===== config.mk =====
export PLATFORM = sky130hd
export DESIGN_NAME = llf_top
export DESIGN_NICKNAME = d
export VERILOG_FILES = /design/src/inc/llf_pkg.sv /design/src/inc/llf_shift_if.sv /design/src/verilog/llf_shifter.sv /design/src/verilog/llf_top.sv
export SDC_FILE = /design/constraint.sdc
export NUM_CORES = 1
export LEC_CHECK = 0
export BUFFER_PORTS_ARGS = -buffer_cell sky130_fd_sc_hd__buf_2
export CORE_AREA = 2 2 110 112
export CTS_CLUSTER_SIZE = 25
export DETAILED_ROUTE_END_ITERATION = 10
export DIE_AREA = 0 0 112 114
export PLACE_DENSITY_LB_ADDON = 0.08
export SYNTH_ARGS = -nofsm -noshare
export SYNTH_HDL_FRONTEND = slang
export SYNTH_SLANG_ARGS = --single-unit

===== constraint.sdc =====
create_clock -name clk -period 4.34 [get_ports clk]
set_clock_uncertainty 0.05 [all_clocks]
set_input_delay 1.302 -clock clk [delete_from_list [all_inputs] [get_ports clk]]
set_output_delay 1.302 -clock clk [all_outputs]
set_load 0.02 [all_outputs]

===== src/inc/llf_pkg.sv =====
// Constants and types for the LED line fault flag registers.
//****************************************************************
// Summary of operation
//****************************************************************
// Summary of operation
// [RULE1] Read-only open-load register, 48 bits: bit n warns for line n.
// [RULE2] A line status bit reads one while that line has a detected warning.
// [RULE3] A line status bit reads zero while that line has no warning.
// [RULE4] Short warnings of lines 48 to 63 sit in bits 15:0, bit 0 is line 48.
// [RULE5] Bit 15 of the upper short register carries the warning of line 63.
// [RULE6] Both status registers are read through the serial data output pin.
// [RULE7] Writes have no effect; reserved bits always read back as zero.
package llf_pkg;

    //************************************************************
    // Widths and field positions.
    //************************************************************
    localparam int unsigned REG_WIDTH        = 48;
    localparam int unsigned OPEN_LINES       = 48;
    localparam int unsigned SHORT_LINES      = 16;
    localparam int unsigned SHORT_FIRST_LINE = 48;
    localparam int unsigned SHORT_FIELD_LSB  = 0;

    //************************************************************
    // Register selectors, reset values and shift count.
    //************************************************************
    localparam logic       SEL_OPEN_LOAD   = 1'h0;
    localparam logic       SEL_SHORT_HIGH  = 1'h1;
    localparam logic [47:0] OPEN_RESET     = 48'h0;
    localparam logic [15:0] SHORT_RESET    = 16'h0;
    localparam logic [5:0]  SHIFT_LAST     = 6'h2F;

    typedef enum logic {
        LLF_IDLE,
        LLF_SHIFT
    } llf_state_type;

endpackage


===== src/inc/llf_shift_if.sv =====
// Interface between the register selector and the serial shifter.
`timescale 1ns/10ps
interface llf_shift_if;
    logic        load;
    logic [47:0] word;
    logic        active;
    logic        last;
    logic        bit_out;

    modport ctrl (
        output load,
        output word,
        input  active,
        input  last,
        input  bit_out
    );

    modport shifter (
        input  load,
        input  word,
        output active,
        output last,
        output bit_out
    );
endinterface


===== src/verilog/llf_shifter.sv =====
// Serial shifter that sends a 48-bit word out most significant bit first.
`timescale 1ns/10ps
module llf_shifter (
    input wire logic   clk,
    input wire logic   rst,
    input wire logic   clk_en,
    llf_shift_if.shifter sh
);
    logic [47:0] word_q;
    logic [47:0] word_d;
    logic [5:0]  cnt_q;
    logic [5:0]  cnt_d;
    logic        act_q;
    logic        act_d;
    logic        at_last;

    //************************************************************
    // Shift control.
    //************************************************************
    assign at_last = act_q && (cnt_q == 6'h00);
    assign word_d  = sh.load ? sh.word : {word_q[46:0], 1'b0};
    assign cnt_d   = sh.load ? llf_pkg::SHIFT_LAST : cnt_q - 6'h01;
    assign act_d   = sh.load | (act_q & ~at_last);

    always_ff @(posedge clk) begin
        if (rst) begin
            word_q <= llf_pkg::OPEN_RESET;
            cnt_q  <= 6'h00;
            act_q  <= 1'b0;
        end else if (clk_en) begin
            word_q <= word_d;
            cnt_q  <= cnt_d;
            act_q  <= act_d;
        end
    end

    assign sh.active  = act_q;
    assign sh.last    = at_last;
    assign sh.bit_out = word_q[47];
endmodule


===== src/verilog/llf_top.sv =====
// LED line fault flag registers read out over the serial data output.
`timescale 1ns/10ps
module llf_top (
    input  wire logic        clk,
    input  wire logic        rst,
    input  wire logic        clk_en,
    input  wire logic [47:0] open_load_line_flags_in,
    input  wire logic [15:0] short_line_flags_in,
    input  wire logic        read_req,
    input  wire logic        read_sel,
    output logic             read_ready,
    output logic             serial_data_out,
    output logic             serial_out_valid
);
    llf_pkg::llf_state_type state_q;
    llf_pkg::llf_state_type state_d;
    logic [47:0] open_load_line_flags_low_q;
    logic [15:0] short_line_flags_q;
    logic [47:0] short_line_flags_high;
    logic [47:0] sel_word;
    logic        accept;

    llf_shift_if sh_bus ();

    //************************************************************
    // Status capture.
    //************************************************************
    always_ff @(posedge clk) begin
        if (rst) begin
            open_load_line_flags_low_q <= llf_pkg::OPEN_RESET;
            short_line_flags_q         <= llf_pkg::SHORT_RESET;
        end else if (clk_en) begin
            open_load_line_flags_low_q <= open_load_line_flags_in; // [RULE1]
            short_line_flags_q         <= short_line_flags_in; // [RULE4]
        end
    end

    // Line 48 lands on bit 0 and line 63 on bit 15.
    assign short_line_flags_high = {32'h0, short_line_flags_q}; // [RULE7]

    //************************************************************
    // Register select and read sequencing.
    //************************************************************
    assign read_ready = (state_q == llf_pkg::LLF_IDLE);
    assign accept     = read_req & read_ready;
    assign sel_word   = (read_sel == llf_pkg::SEL_SHORT_HIGH) ?
                        short_line_flags_high :
                        open_load_line_flags_low_q; // [RULE5]

    always_comb begin
        state_d = state_q;
        unique case (state_q)
            llf_pkg::LLF_IDLE: begin
                if (accept) begin
                    state_d = llf_pkg::LLF_SHIFT;
                end
            end
            llf_pkg::LLF_SHIFT: begin
                if (sh_bus.last) begin
                    state_d = llf_pkg::LLF_IDLE;
                end
            end
        endcase
    end

    always_ff @(posedge clk) begin
        if (rst) begin
            state_q <= llf_pkg::LLF_IDLE;
        end else if (clk_en) begin
            state_q <= state_d;
        end
    end

    assign sh_bus.load = accept;
    assign sh_bus.word = sel_word;

    llf_shifter u_shifter (
        .clk    (clk),
        .rst    (rst),
        .clk_en (clk_en),
        .sh     (sh_bus.shifter)
    );

    assign serial_data_out  = sh_bus.bit_out; // [RULE6]
    assign serial_out_valid = sh_bus.active;
endmodule


==> results of run 1 <==
## cell type report
cell class / instances / area [µm²] / share of cell area
clock buffer: 27 / 503.0 / 0.08612
clock inverter: 3 / 40.04 / 0.006855
inverter: 4 / 15.01 / 0.002571
multi-input combinational: 364 / 2305 / 0.3946
sequential: 120 / 2402 / 0.4113
tap: 147 / 183.9 / 0.03149
timing repair buffer: 73 / 391.6 / 0.06705
## state kept, by name, summed over array words and instances, names as in the netlist
signal / count
u_shifter.word_q: 48
state_q: 1
u_shifter.cnt_q: 6
short_line_flags_q: 16
u_shifter.sh.active: 1
open_load_line_flags_low_q: 48
## synthesized netlist by cell type
cell	count
a31oi_1	48
xor2_1	2
nor2_1	67
or4b_1	1
nand2_1	48
and3b_1	1
a21oi_1	52
o31ai_1	2
or4_1	1
o21ai_0	1
nand3_1	1
nand2b_1	2
buf_2	12
and3_1	1
mux2i_1	64
xnor2_1	1
clkbuf_1	32
nor2b_1	48
a311oi_1	1
ha_1	2
dfxtp_1	120
nor4bb_1	2
or4b_4	1
mux2_2	16
nor3_1	2
inv_1	4
## metal layers
layer	track usage	wire length, µm	vias up
met2	0.2642	4504	58
met1	0.1868	4537	1724
met3	0.05154	387	10
met5	0	0	-
li1	-	-	1919
met4	0.07317	155	0
## layout by cell type, fill, tap and decap left out, types with 2 or more instances in the layout
cell and count:
dfxtp_1 120, mux2i_1 64, nor2_1 67, clkinv_2 2
nor3_1 2, nor2b_1 48, o31ai_1 2, a21oi_1 52
clkbuf_8 4, inv_1 4, buf_2 69, buf_4 2
clkbuf_16 17, nand2_1 48, a31oi_1 48, clkbuf_1 6
xor2_1 2, mux2_2 16, ha_1 2
## final timing paths
kind,startpoint,end,slack [ps],cells past startpoint
max,clk_en,u_shifter.cnt_q[5],1840,4
min,open_load_line_flags_low_q[47],u_shifter.word_q[47],400,2
max reg2reg,state_q,u_shifter.cnt_q[0],2570,3
min reg2reg,open_load_line_flags_low_q[47],u_shifter.word_q[47],400,2
## through the flow
step | setup WS (ps) | hold slack [ps] | power [µW] | instance area, µm²
after floorplan | 1858 | 381.3 | 1353 | 4885
after global placement | 1401 | 390.0 | 1415 | 5298
after global routing | 1745 | 418.1 | 2795 | 5841
after detailed placement | 1395 | 400.5 | 1420 | 5298
final | 1840 | 404.5 | 2675 | 5841
after CTS | 1841 | 407.3 | 2720 | 5841
## where the power goes
group / switching (µW) / total (µW) / leakage (µW) / internal [µW]
Clock: 441 / 1280 / 0.000267 / 838
Combinational: 114 / 210 / 0.00119 / 95.2
Sequential: 29.5 / 1190 / 0.000983 / 1160
## worst max-delay path, cell delays in order
cell     delay [ps]
buf_6           360
or4b_4          530
or4_1           400
a31oi_1         160
## logic make-up (layout without fill, tap and decap cells)
family / count (synthesis) / in the layout
AO/OA/AOI/OAI: 104 / 104
XOR/XNOR: 3 / 3
flip-flops: 120 / 120
AND/OR/NAND/NOR: 175 / 175
buffers and inverters: 48 / 107
multiplexers: 80 / 80
adder cells (fa/ha/maj): 2 / 2
==> results.py, run 1 <==
metrics = {
    "worst_setup_path": {
        "endpoint_kind": "flip-flop",
        "crit_arrival_ps": 2770,
        "critPathLaunchType": "primary input",
        "crit_fanout": 52,
        "cp.required_ps": 4610,
        "worstSetupPathType": "in2reg",
    },
    "timing": {
        "worst_pin_slew_ps": 1255,
        "maxSlewHeadroom": 0.1631,
        "finalCriticalPeriod_ps": 2500,
        "setup_violations": 0,
        "grt_setup_unrepaired": "false",
        "timing.final.crit_share": 0.5760,
        "setup-tns-final_ps": 0,
        "hold_viol": 0,
        "finalMaxSlewViolations": 0,
        "timing.fmax_ghz": 0.4000,
    },
    "synthesis": {
        "yosys_warnings": 0,
        "syn-num-nets": 603,
        "synthXorXnorAreaFrac": 0.005379,
        "synth-simple-area-share": 0.1691,
        "muxShareOfSynthArea": 0.1680,
        "synthCells": 532,
        "netlist.area_leader.share": 0.4918,
        "netlist_top_cells_area": "dfxtp_1 49%, mux2i_1 13%, a31oi_1 6.1%",
        "synth_top_family_by_area": "simple AND/OR/NAND/NOR gates",
        "synthesis.area_mm2": 0.004885,
        "yosys.area_share.adder": 0.005123,
        "ys_ff_latch": 120,
        "synthDistinctLibCells": 26,
        "ys_seq_area_frac": 0.4918,
        "synth_compound_area_frac": 0.1206,
        "syn_area_per_cell_um2": 9.182,
        "yosys.area.top_type": "dfxtp_1",
    },
    "route": {
        "drt-total-wl_um": 9583,
        "firstDrtPassIters": 4,
        "drtIter0Drc": 169,
        "drc": 0,
        "vias_per_cell": 5.028,
        "postRouteAntennaNets": 0,
        "vias": 3711,
        "wl_per_cell_um": 12.99,
    },
    "floorplan": {
        "chipWidth_um": 112,
        "io_pins": 72,
        "die-area_mm2": 0.01277,
        "rows": 40,
        "start_util": 0.4171,
        "die_h_um": 114,
        "core_area_mm2": 0.01171,
    },
    "cts": {
        "cts_sinks": 120,
        "tritoncts": "yes",
        "post_cts_buffers": 0,
        "clk_transition_reported_paths_ps": 50,
        "cts-htree-levels": 4,
        "cts_resized": 0,
        "cts_buffers": 17,
        "clk_path_buf_depth": 2,
        "root_buffer": "clkbuf_16",
        "clk-insertion-delay-late_ps": 400,
        "ctsHoldBuffers": 0,
    },
    "finish": {
        "fin_util": 0.4987,
        "drive_gt1_frac": 0.1963,
        "final_cells": 738,
        "nNetsFinal": 651,
        "fill_cells": 1133,
        "syn_to_final_growth_pct": 19.57,
        "n_antenna_cell": 0,
    },
    "global_routing": {
        "grt_usage": 0.1585,
        "grt.overflow.total": 0,
        "grt_antenna_before_repair": 0,
        "grt_pass1_wl_um": 16320,
        "grt_pass1_vias": 3604,
        "grt_max_degree": 121,
    },
    "place": {
        "dp.cells": 708,
        "port_buffers": 71,
        "post-dp-hpwl_um": 5552,
        "gp_congestion": 0.6680,
    },
    "power_and_ir_drop": {
        "cellPowerDensity_mw_per_mm2": 457.9,
        "peakVddDrop_mv": 0.2811,
        "leakage_uw": 0.002436,
    },
    "min_path": {
        "hold_class": "reg2reg",
    },
    "run_status": {
        "status": "completed",
    },
    "flow_run": {
        "cap_violations": 0,
    },
}
(Power assumes the default switching activity.)
==> run 2, diff against run 1 <==
==> constraint.sdc (replaced) <==
create_clock -name clk -period 2.5 [get_ports clk]
set_clock_uncertainty 0.05 [all_clocks]
set_input_delay 0.75 -clock clk [delete_from_list [all_inputs] [get_ports clk]]
set_output_delay 0.75 -clock clk [all_outputs]
set_load 0.02 [all_outputs]
==> run 2 against run 1 <==
  * Global-route usage rose by 0.34 points
  * Final cell count is 1.1% higher
  * Register-to-register slack got worse by 1700 ps
  * Total power up 82%
  * Non-clock buffer count grew 6
  * Largest power group unchanged
  * Highest routed layer unchanged
==> results.py, run 2 (same netlist as run 1, synthesis figures left out) <==
metrics = {
    "worst_setup_path": {
        "worstSetupPathType": "reg2out",
        "crit_fanout": 5,
        "crit_slowest_cell": "dfxtp_1",
        "cp.required_ps": 1700,
        "crit_chain": "inv_1 -> buf_2",
        "endpoint_kind": "output pin",
        "critPathLaunchType": "flip-flop",
        "cpPeakStageDelay_ps": 430,
        "rr_startpoint": "state_q",
        "reg2reg_setup_slack_ps": 880,
        "crit_arrival_ps": 1090,
        "worstRegToRegCells": 4,
        "r2r-end": "u_shifter.word_q[9]",
    },
    "cts": {
        "cts_sinks": 120,
        "cts_resized": 0,
        "tritoncts": "yes",
        "cts-htree-levels": 4,
        "clk_path_buf_depth": 2,
        "cts_buffers": 17,
        "clk-insertion-delay-late_ps": 410,
        "clk_transition_reported_paths_ps": 50,
        "ctsHoldBuffers": 0,
        "post_cts_buffers": 0,
        "root_buffer": "clkbuf_16",
    },
    "timing": {
        "worst_pin_slew_ps": 630.7,
        "timing.final.crit_share": 0.7569,
        "finalMaxSlewViolations": 0,
        "setup_violations": 0,
        "hold_viol": 0,
        "maxSlewHeadroom": 0.5795,
        "timing.fmax_ghz": 0.5285,
        "setup-tns-final_ps": 0,
        "grt_setup_unrepaired": "false",
        "finalCriticalPeriod_ps": 1892,
    },
    "power_and_ir_drop": {
        "sw_frac_of_total": 0.2205,
        "pwr-share-clk": 0.498,
        "leakage_uw": 0.002504,
        "power.internal_uw": 3785,
        "power_frac_comb": 0.078,
        "p_sw_uw": 1071,
        "cellPowerDensity_mw_per_mm2": 815.0,
        "peakVddDrop_mv": 0.4930,
        "seq_power_share": 0.424,
    },
    "route": {
        "firstDrtPassIters": 4,
        "wl_per_cell_um": 12.89,
        "drt-total-wl_um": 9614,
        "drc": 0,
        "postRouteAntennaNets": 0,
        "vias": 3700,
        "vias_per_cell": 4.960,
        "drtIter0Drc": 212,
    },
    "floorplan": {
        "die_h_um": 114,
        "chipWidth_um": 112,
        "io_pins": 72,
        "core_area_mm2": 0.01171,
        "rows": 40,
        "die-area_mm2": 0.01277,
        "start_util": 0.4171,
    },
    "place": {
        "gp_congestion": 0.6918,
        "place_area_mm2": 0.005368,
        "port_buffers": 71,
        "post-dp-hpwl_um": 6051,
    },
    "global_routing": {
        "grt.overflow.total": 0,
        "grt_pass1_vias": 3623,
        "grt_max_degree": 88,
        "grt_antenna_before_repair": 0,
        "grt_pass1_wl_um": 16550,
        "grt_usage": 0.1620,
    },
    "min_path": {
        "holdPathEnd": "u_shifter.word_q[31]",
        "hold_class": "reg2reg",
        "worstHoldStart": "open_load_line_flags_low_q[31]",
        "holdPathStages": 2,
    },
    "finish": {
        "design_area_mm2": 0.005957,
        "reg.largest.list": "open_load_line_flags_low_q x48, u_shifter.word_q x48, short_line_flags_q x16",
        "final_cell_mix": "120 x dfxtp_1, 69 x buf_2, 67 x nor2_1",
        "drive_gt1_frac": 0.2120,
        "syn_to_final_growth_pct": 21.95,
        "n_antenna_cell": 0,
        "fill_cells": 1173,
        "nNetsFinal": 657,
        "final_common_cell": "dfxtp_1",
    },
    "flow_run": {
        "cap_violations": 0,
    },
    "run_status": {
        "status": "completed",
    },
}
[run 2: changes by cell type in the layout (fill, tap and decap cells not counted)]
cell,change
buf_12,+2
buf_4,+4
bufinv_16,+2
clkbuf_1,-3
clkbuf_8,-2
clkinv_2,+5
[run 2: cell type report]
cell class	count	area [µm²]	area share
sequential	120	2402	0.4033
multi-input combinational	364	2305	0.3869
clock buffer	22	464.2	0.07792
timing repair buffer	79	461.7	0.07750
tap	147	183.9	0.03088
clock inverter	10	125.1	0.02100
inverter	4	15.01	0.002520
[run 2: power groups by stage]
stage	combinational [µW]	sequential, µW	clock, µW
finish	378	2060	2420
floorplan	269	2080	0
global route	429	2070	2560
global placement	375	2100	0
CTS	386	2060	2480
detailed placement	384	2100	0
[run 2: stage by stage]
| step | hold slack [ps] | util | power [µW] | instances | setup slack [ps] |
|---|---|---|---|---|---|
| 2_1_floorplan | 381.3 | - | 2348 | 532 | 570.4 |
| 3_3_place_gp | 390.6 | 0.4583 | 2471 | 714 | 475.0 |
| 3_5_place_dp | 396.3 | 0.4583 | 2480 | 714 | 450.3 |
| 4_1_cts | 404.1 | 0.5087 | 4922 | 746 | 583.0 |
| 5_1_grt | 415.6 | 0.5087 | 5057 | 746 | 531.6 |
| 6_report | 400.3 | 0.5087 | 4855 | 746 | 607.7 |
[run 2: worst max-delay path, delay by kind of cell (launching register included)]
kind                   cells  cell delay (ps)
DFF                        1              430
buffers and inverters      2              250
[run 2: worst max path at each step]
stage	startpoint	to	slack, ps	cells after the start
floorplan	read_sel	u_shifter.word_q[17]	570	6
detailed placement	clk_en	u_shifter.cnt_q[4]	450	5
CTS	state_q	read_ready	580	2
global route	state_q	read_ready	530	2
global placement	read_sel	u_shifter.word_q[32]	480	5
finish	state_q	read_ready	610	2
[run 2: metal layers]
layer	up-vias	GRT usage	part of all wire
li1	1937	-	-
met1	1692	0.1960	0.48
met2	57	0.2594	0.46
met3	14	0.06111	0.049
met4	0	0.07073	0.017
met5	-	0	0
==> run 3, diff against run 2 <==
==> constraint.sdc (replaced) <==
create_clock -name clk -period 1.9 [get_ports clk]
set_clock_uncertainty 0.05 [all_clocks]
set_input_delay 0.57 -clock clk [delete_from_list [all_inputs] [get_ports clk]]
set_output_delay 0.57 -clock clk [all_outputs]
set_load 0.02 [all_outputs]
==> run 3 against run 2 <==
  * Critical endpoint unchanged
  * Die area stayed put
  * Core utilization is 0.75 points higher
  * Critical path depth stayed put
  * Via count is 1.2% higher
  * Total power is 34% higher
  * Worst hold slack worse by 56 ps
  * Final cell count is 0.67% higher
  * Sequential share of layout area is 0.58 points lower
  * Setup slack worse by 410 ps
  * Routed wire length is 0.56% higher
  * Global-route usage is 0.23 points lower
  * First-iteration DRC count is 12% lower
==> results.py, run 3 (same netlist as run 1, synthesis figures left out) <==
metrics = {
    "power_and_ir_drop": {
        "peakVddDrop_mv": 0.9817,
        "power_frac_comb": 0.079,
        "pwr-share-clk": 0.504,
        "sw_frac_of_total": 0.2315,
        "seq_power_share": 0.417,
        "cellPowerDensity_mw_per_mm2": 1073,
        "power.internal_uw": 4982,
        "p_sw_uw": 1501,
        "leakage_uw": 0.002531,
        "total_power_uw": 6483,
    },
    "worst_setup_path": {
        "cp.required_ps": 1280,
        "endpoint": "read_ready",
        "endpoint_kind": "output pin",
        "crit_fanout": 5,
        "r2r-end": "u_shifter.cnt_q[5]",
        "crit_slowest_cell": "dfxtp_1",
        "cp-startpoint": "state_q",
        "worstRegToRegCells": 3,
        "worstSetupPathType": "reg2out",
        "crit_arrival_ps": 1080,
        "rr_startpoint": "u_shifter.cnt_q[0]",
        "critPathLaunchType": "flip-flop",
        "cpPeakStageDelay_ps": 430,
        "crit_chain": "inv_1 -> buf_2",
        "reg2reg_setup_slack_ps": 300,
    },
    "cts": {
        "tritoncts": "yes",
        "cts_buffers": 17,
        "clk-insertion-delay-late_ps": 410,
        "root_buffer": "clkbuf_16",
        "clk_path_buf_depth": 2,
        "post_cts_buffers": 0,
        "cts_resized": 0,
        "clk_transition_reported_paths_ps": 60,
        "cts_sinks": 120,
        "cts-htree-levels": 4,
        "ctsHoldBuffers": 0,
    },
    "route": {
        "wl_per_cell_um": 12.87,
        "vias": 3743,
        "drc": 0,
        "drtIter0Drc": 186,
        "drt-total-wl_um": 9668,
        "vias_per_cell": 4.984,
        "firstDrtPassIters": 4,
        "postRouteAntennaNets": 0,
    },
    "finish": {
        "final_common_cell": "dfxtp_1",
        "syn_to_final_growth_pct": 23.74,
        "n_antenna_cell": 0,
        "reg.largest.list": "open_load_line_flags_low_q x48, u_shifter.word_q x48, short_line_flags_q x16",
        "nNetsFinal": 662,
        "drive_gt1_frac": 0.2235,
        "final_cell_mix": "120 x dfxtp_1, 69 x buf_2, 67 x nor2_1",
    },
    "timing": {
        "grt_setup_unrepaired": "false",
        "finalMaxSlewViolations": 0,
        "timing.final.crit_share": 0.8971,
        "hold_viol": 0,
        "worst_pin_slew_ps": 633.6,
        "setup_violations": 0,
        "timing.fmax_ghz": 0.5867,
        "finalCriticalPeriod_ps": 1705,
        "setup-tns-final_ps": 0,
        "maxSlewHeadroom": 0.5776,
    },
    "run_status": {
        "status": "completed",
    },
    "flow_run": {
        "cap_violations": 0,
    },
    "place": {
        "port_buffers": 71,
        "post-dp-hpwl_um": 6160,
        "gp_congestion": 0.7792,
    },
    "global_routing": {
        "grt.overflow.total": 0,
        "grt_usage": 0.1596,
        "grt_pass1_wl_um": 16390,
        "grt_max_degree": 94,
        "grt_pass1_vias": 3527,
        "grt_antenna_before_repair": 0,
    },
    "floorplan": {
        "die-area_mm2": 0.01277,
        "start_util": 0.4171,
        "core_area_mm2": 0.01171,
        "die_h_um": 114,
        "rows": 40,
        "chipWidth_um": 112,
        "io_pins": 72,
    },
    "min_path": {
        "hold_class": "in2reg",
    },
}
[run 3: worst min-delay path by stage]
stage / startpoint / endpoint / slack, ps / depth (start not counted)
after CTS: short_line_flags_in[7] / short_line_flags_q[7] / 330 / 3
final: open_load_line_flags_in[29] / open_load_line_flags_low_q[29] / 340 / 3
after global placement: open_load_line_flags_low_q[43] / u_shifter.word_q[43] / 390 / 2
after global routing: open_load_line_flags_in[10] / open_load_line_flags_low_q[10] / 330 / 3
after detailed placement: open_load_line_flags_low_q[40] / u_shifter.word_q[40] / 390 / 2
after floorplan: open_load_line_flags_low_q[16] / u_shifter.word_q[16] / 380 / 2
[run 3: area by class of cell]
cell class                 instances  area (µm²)
inverter                           4       15.01
tap                              147       183.9
clock buffer                      18       439.2
fill                            1144        5667
timing repair buffer              84       524.3
multi-input combinational        364        2305
clock inverter                    14       175.2
sequential                       120        2402
[run 3: stage by stage]
step,instances,util,hold slack [ps],setup WS [ps],cell area (µm²)
floorplan,532,-,381.3,150.4,4885
global placement,719,0.4637,389.1,93.73,5430
detailed placement,719,0.4637,394.9,51.39,5430
CTS,751,0.5161,328.5,175.4,6045
global route,751,0.5161,334.3,149.9,6045
finish,751,0.5161,344.8,195.4,6045
[run 3: power groups by stage]
stage | clock, µW | combinational [µW] | sequential (µW)
floorplan | 0 | 353 | 2740
global placement | 0 | 509 | 2760
detailed placement | 0 | 519 | 2760
CTS | 3360 | 521 | 2700
global route | 3480 | 574 | 2720
finish | 3270 | 511 | 2700
[run 3: critical path: cells and delay by family, from the launching register on]
| family | cells | cell delay, ps |
|---|---|---|
| DFF | 1 | 430 |
| buffers and inverters | 2 | 250 |
[run 3: per-layer routing]
| layer | track usage | vias to the layer above | wire length, µm |
|---|---|---|---|
| li1 | - | 1953 | - |
| met1 | 0.1960 | 1725 | 4661 |
| met2 | 0.2541 | 55 | 4506 |
| met3 | 0.05313 | 10 | 362 |
| met4 | 0.07642 | 0 | 137 |
| met5 | 0 | - | 0 |
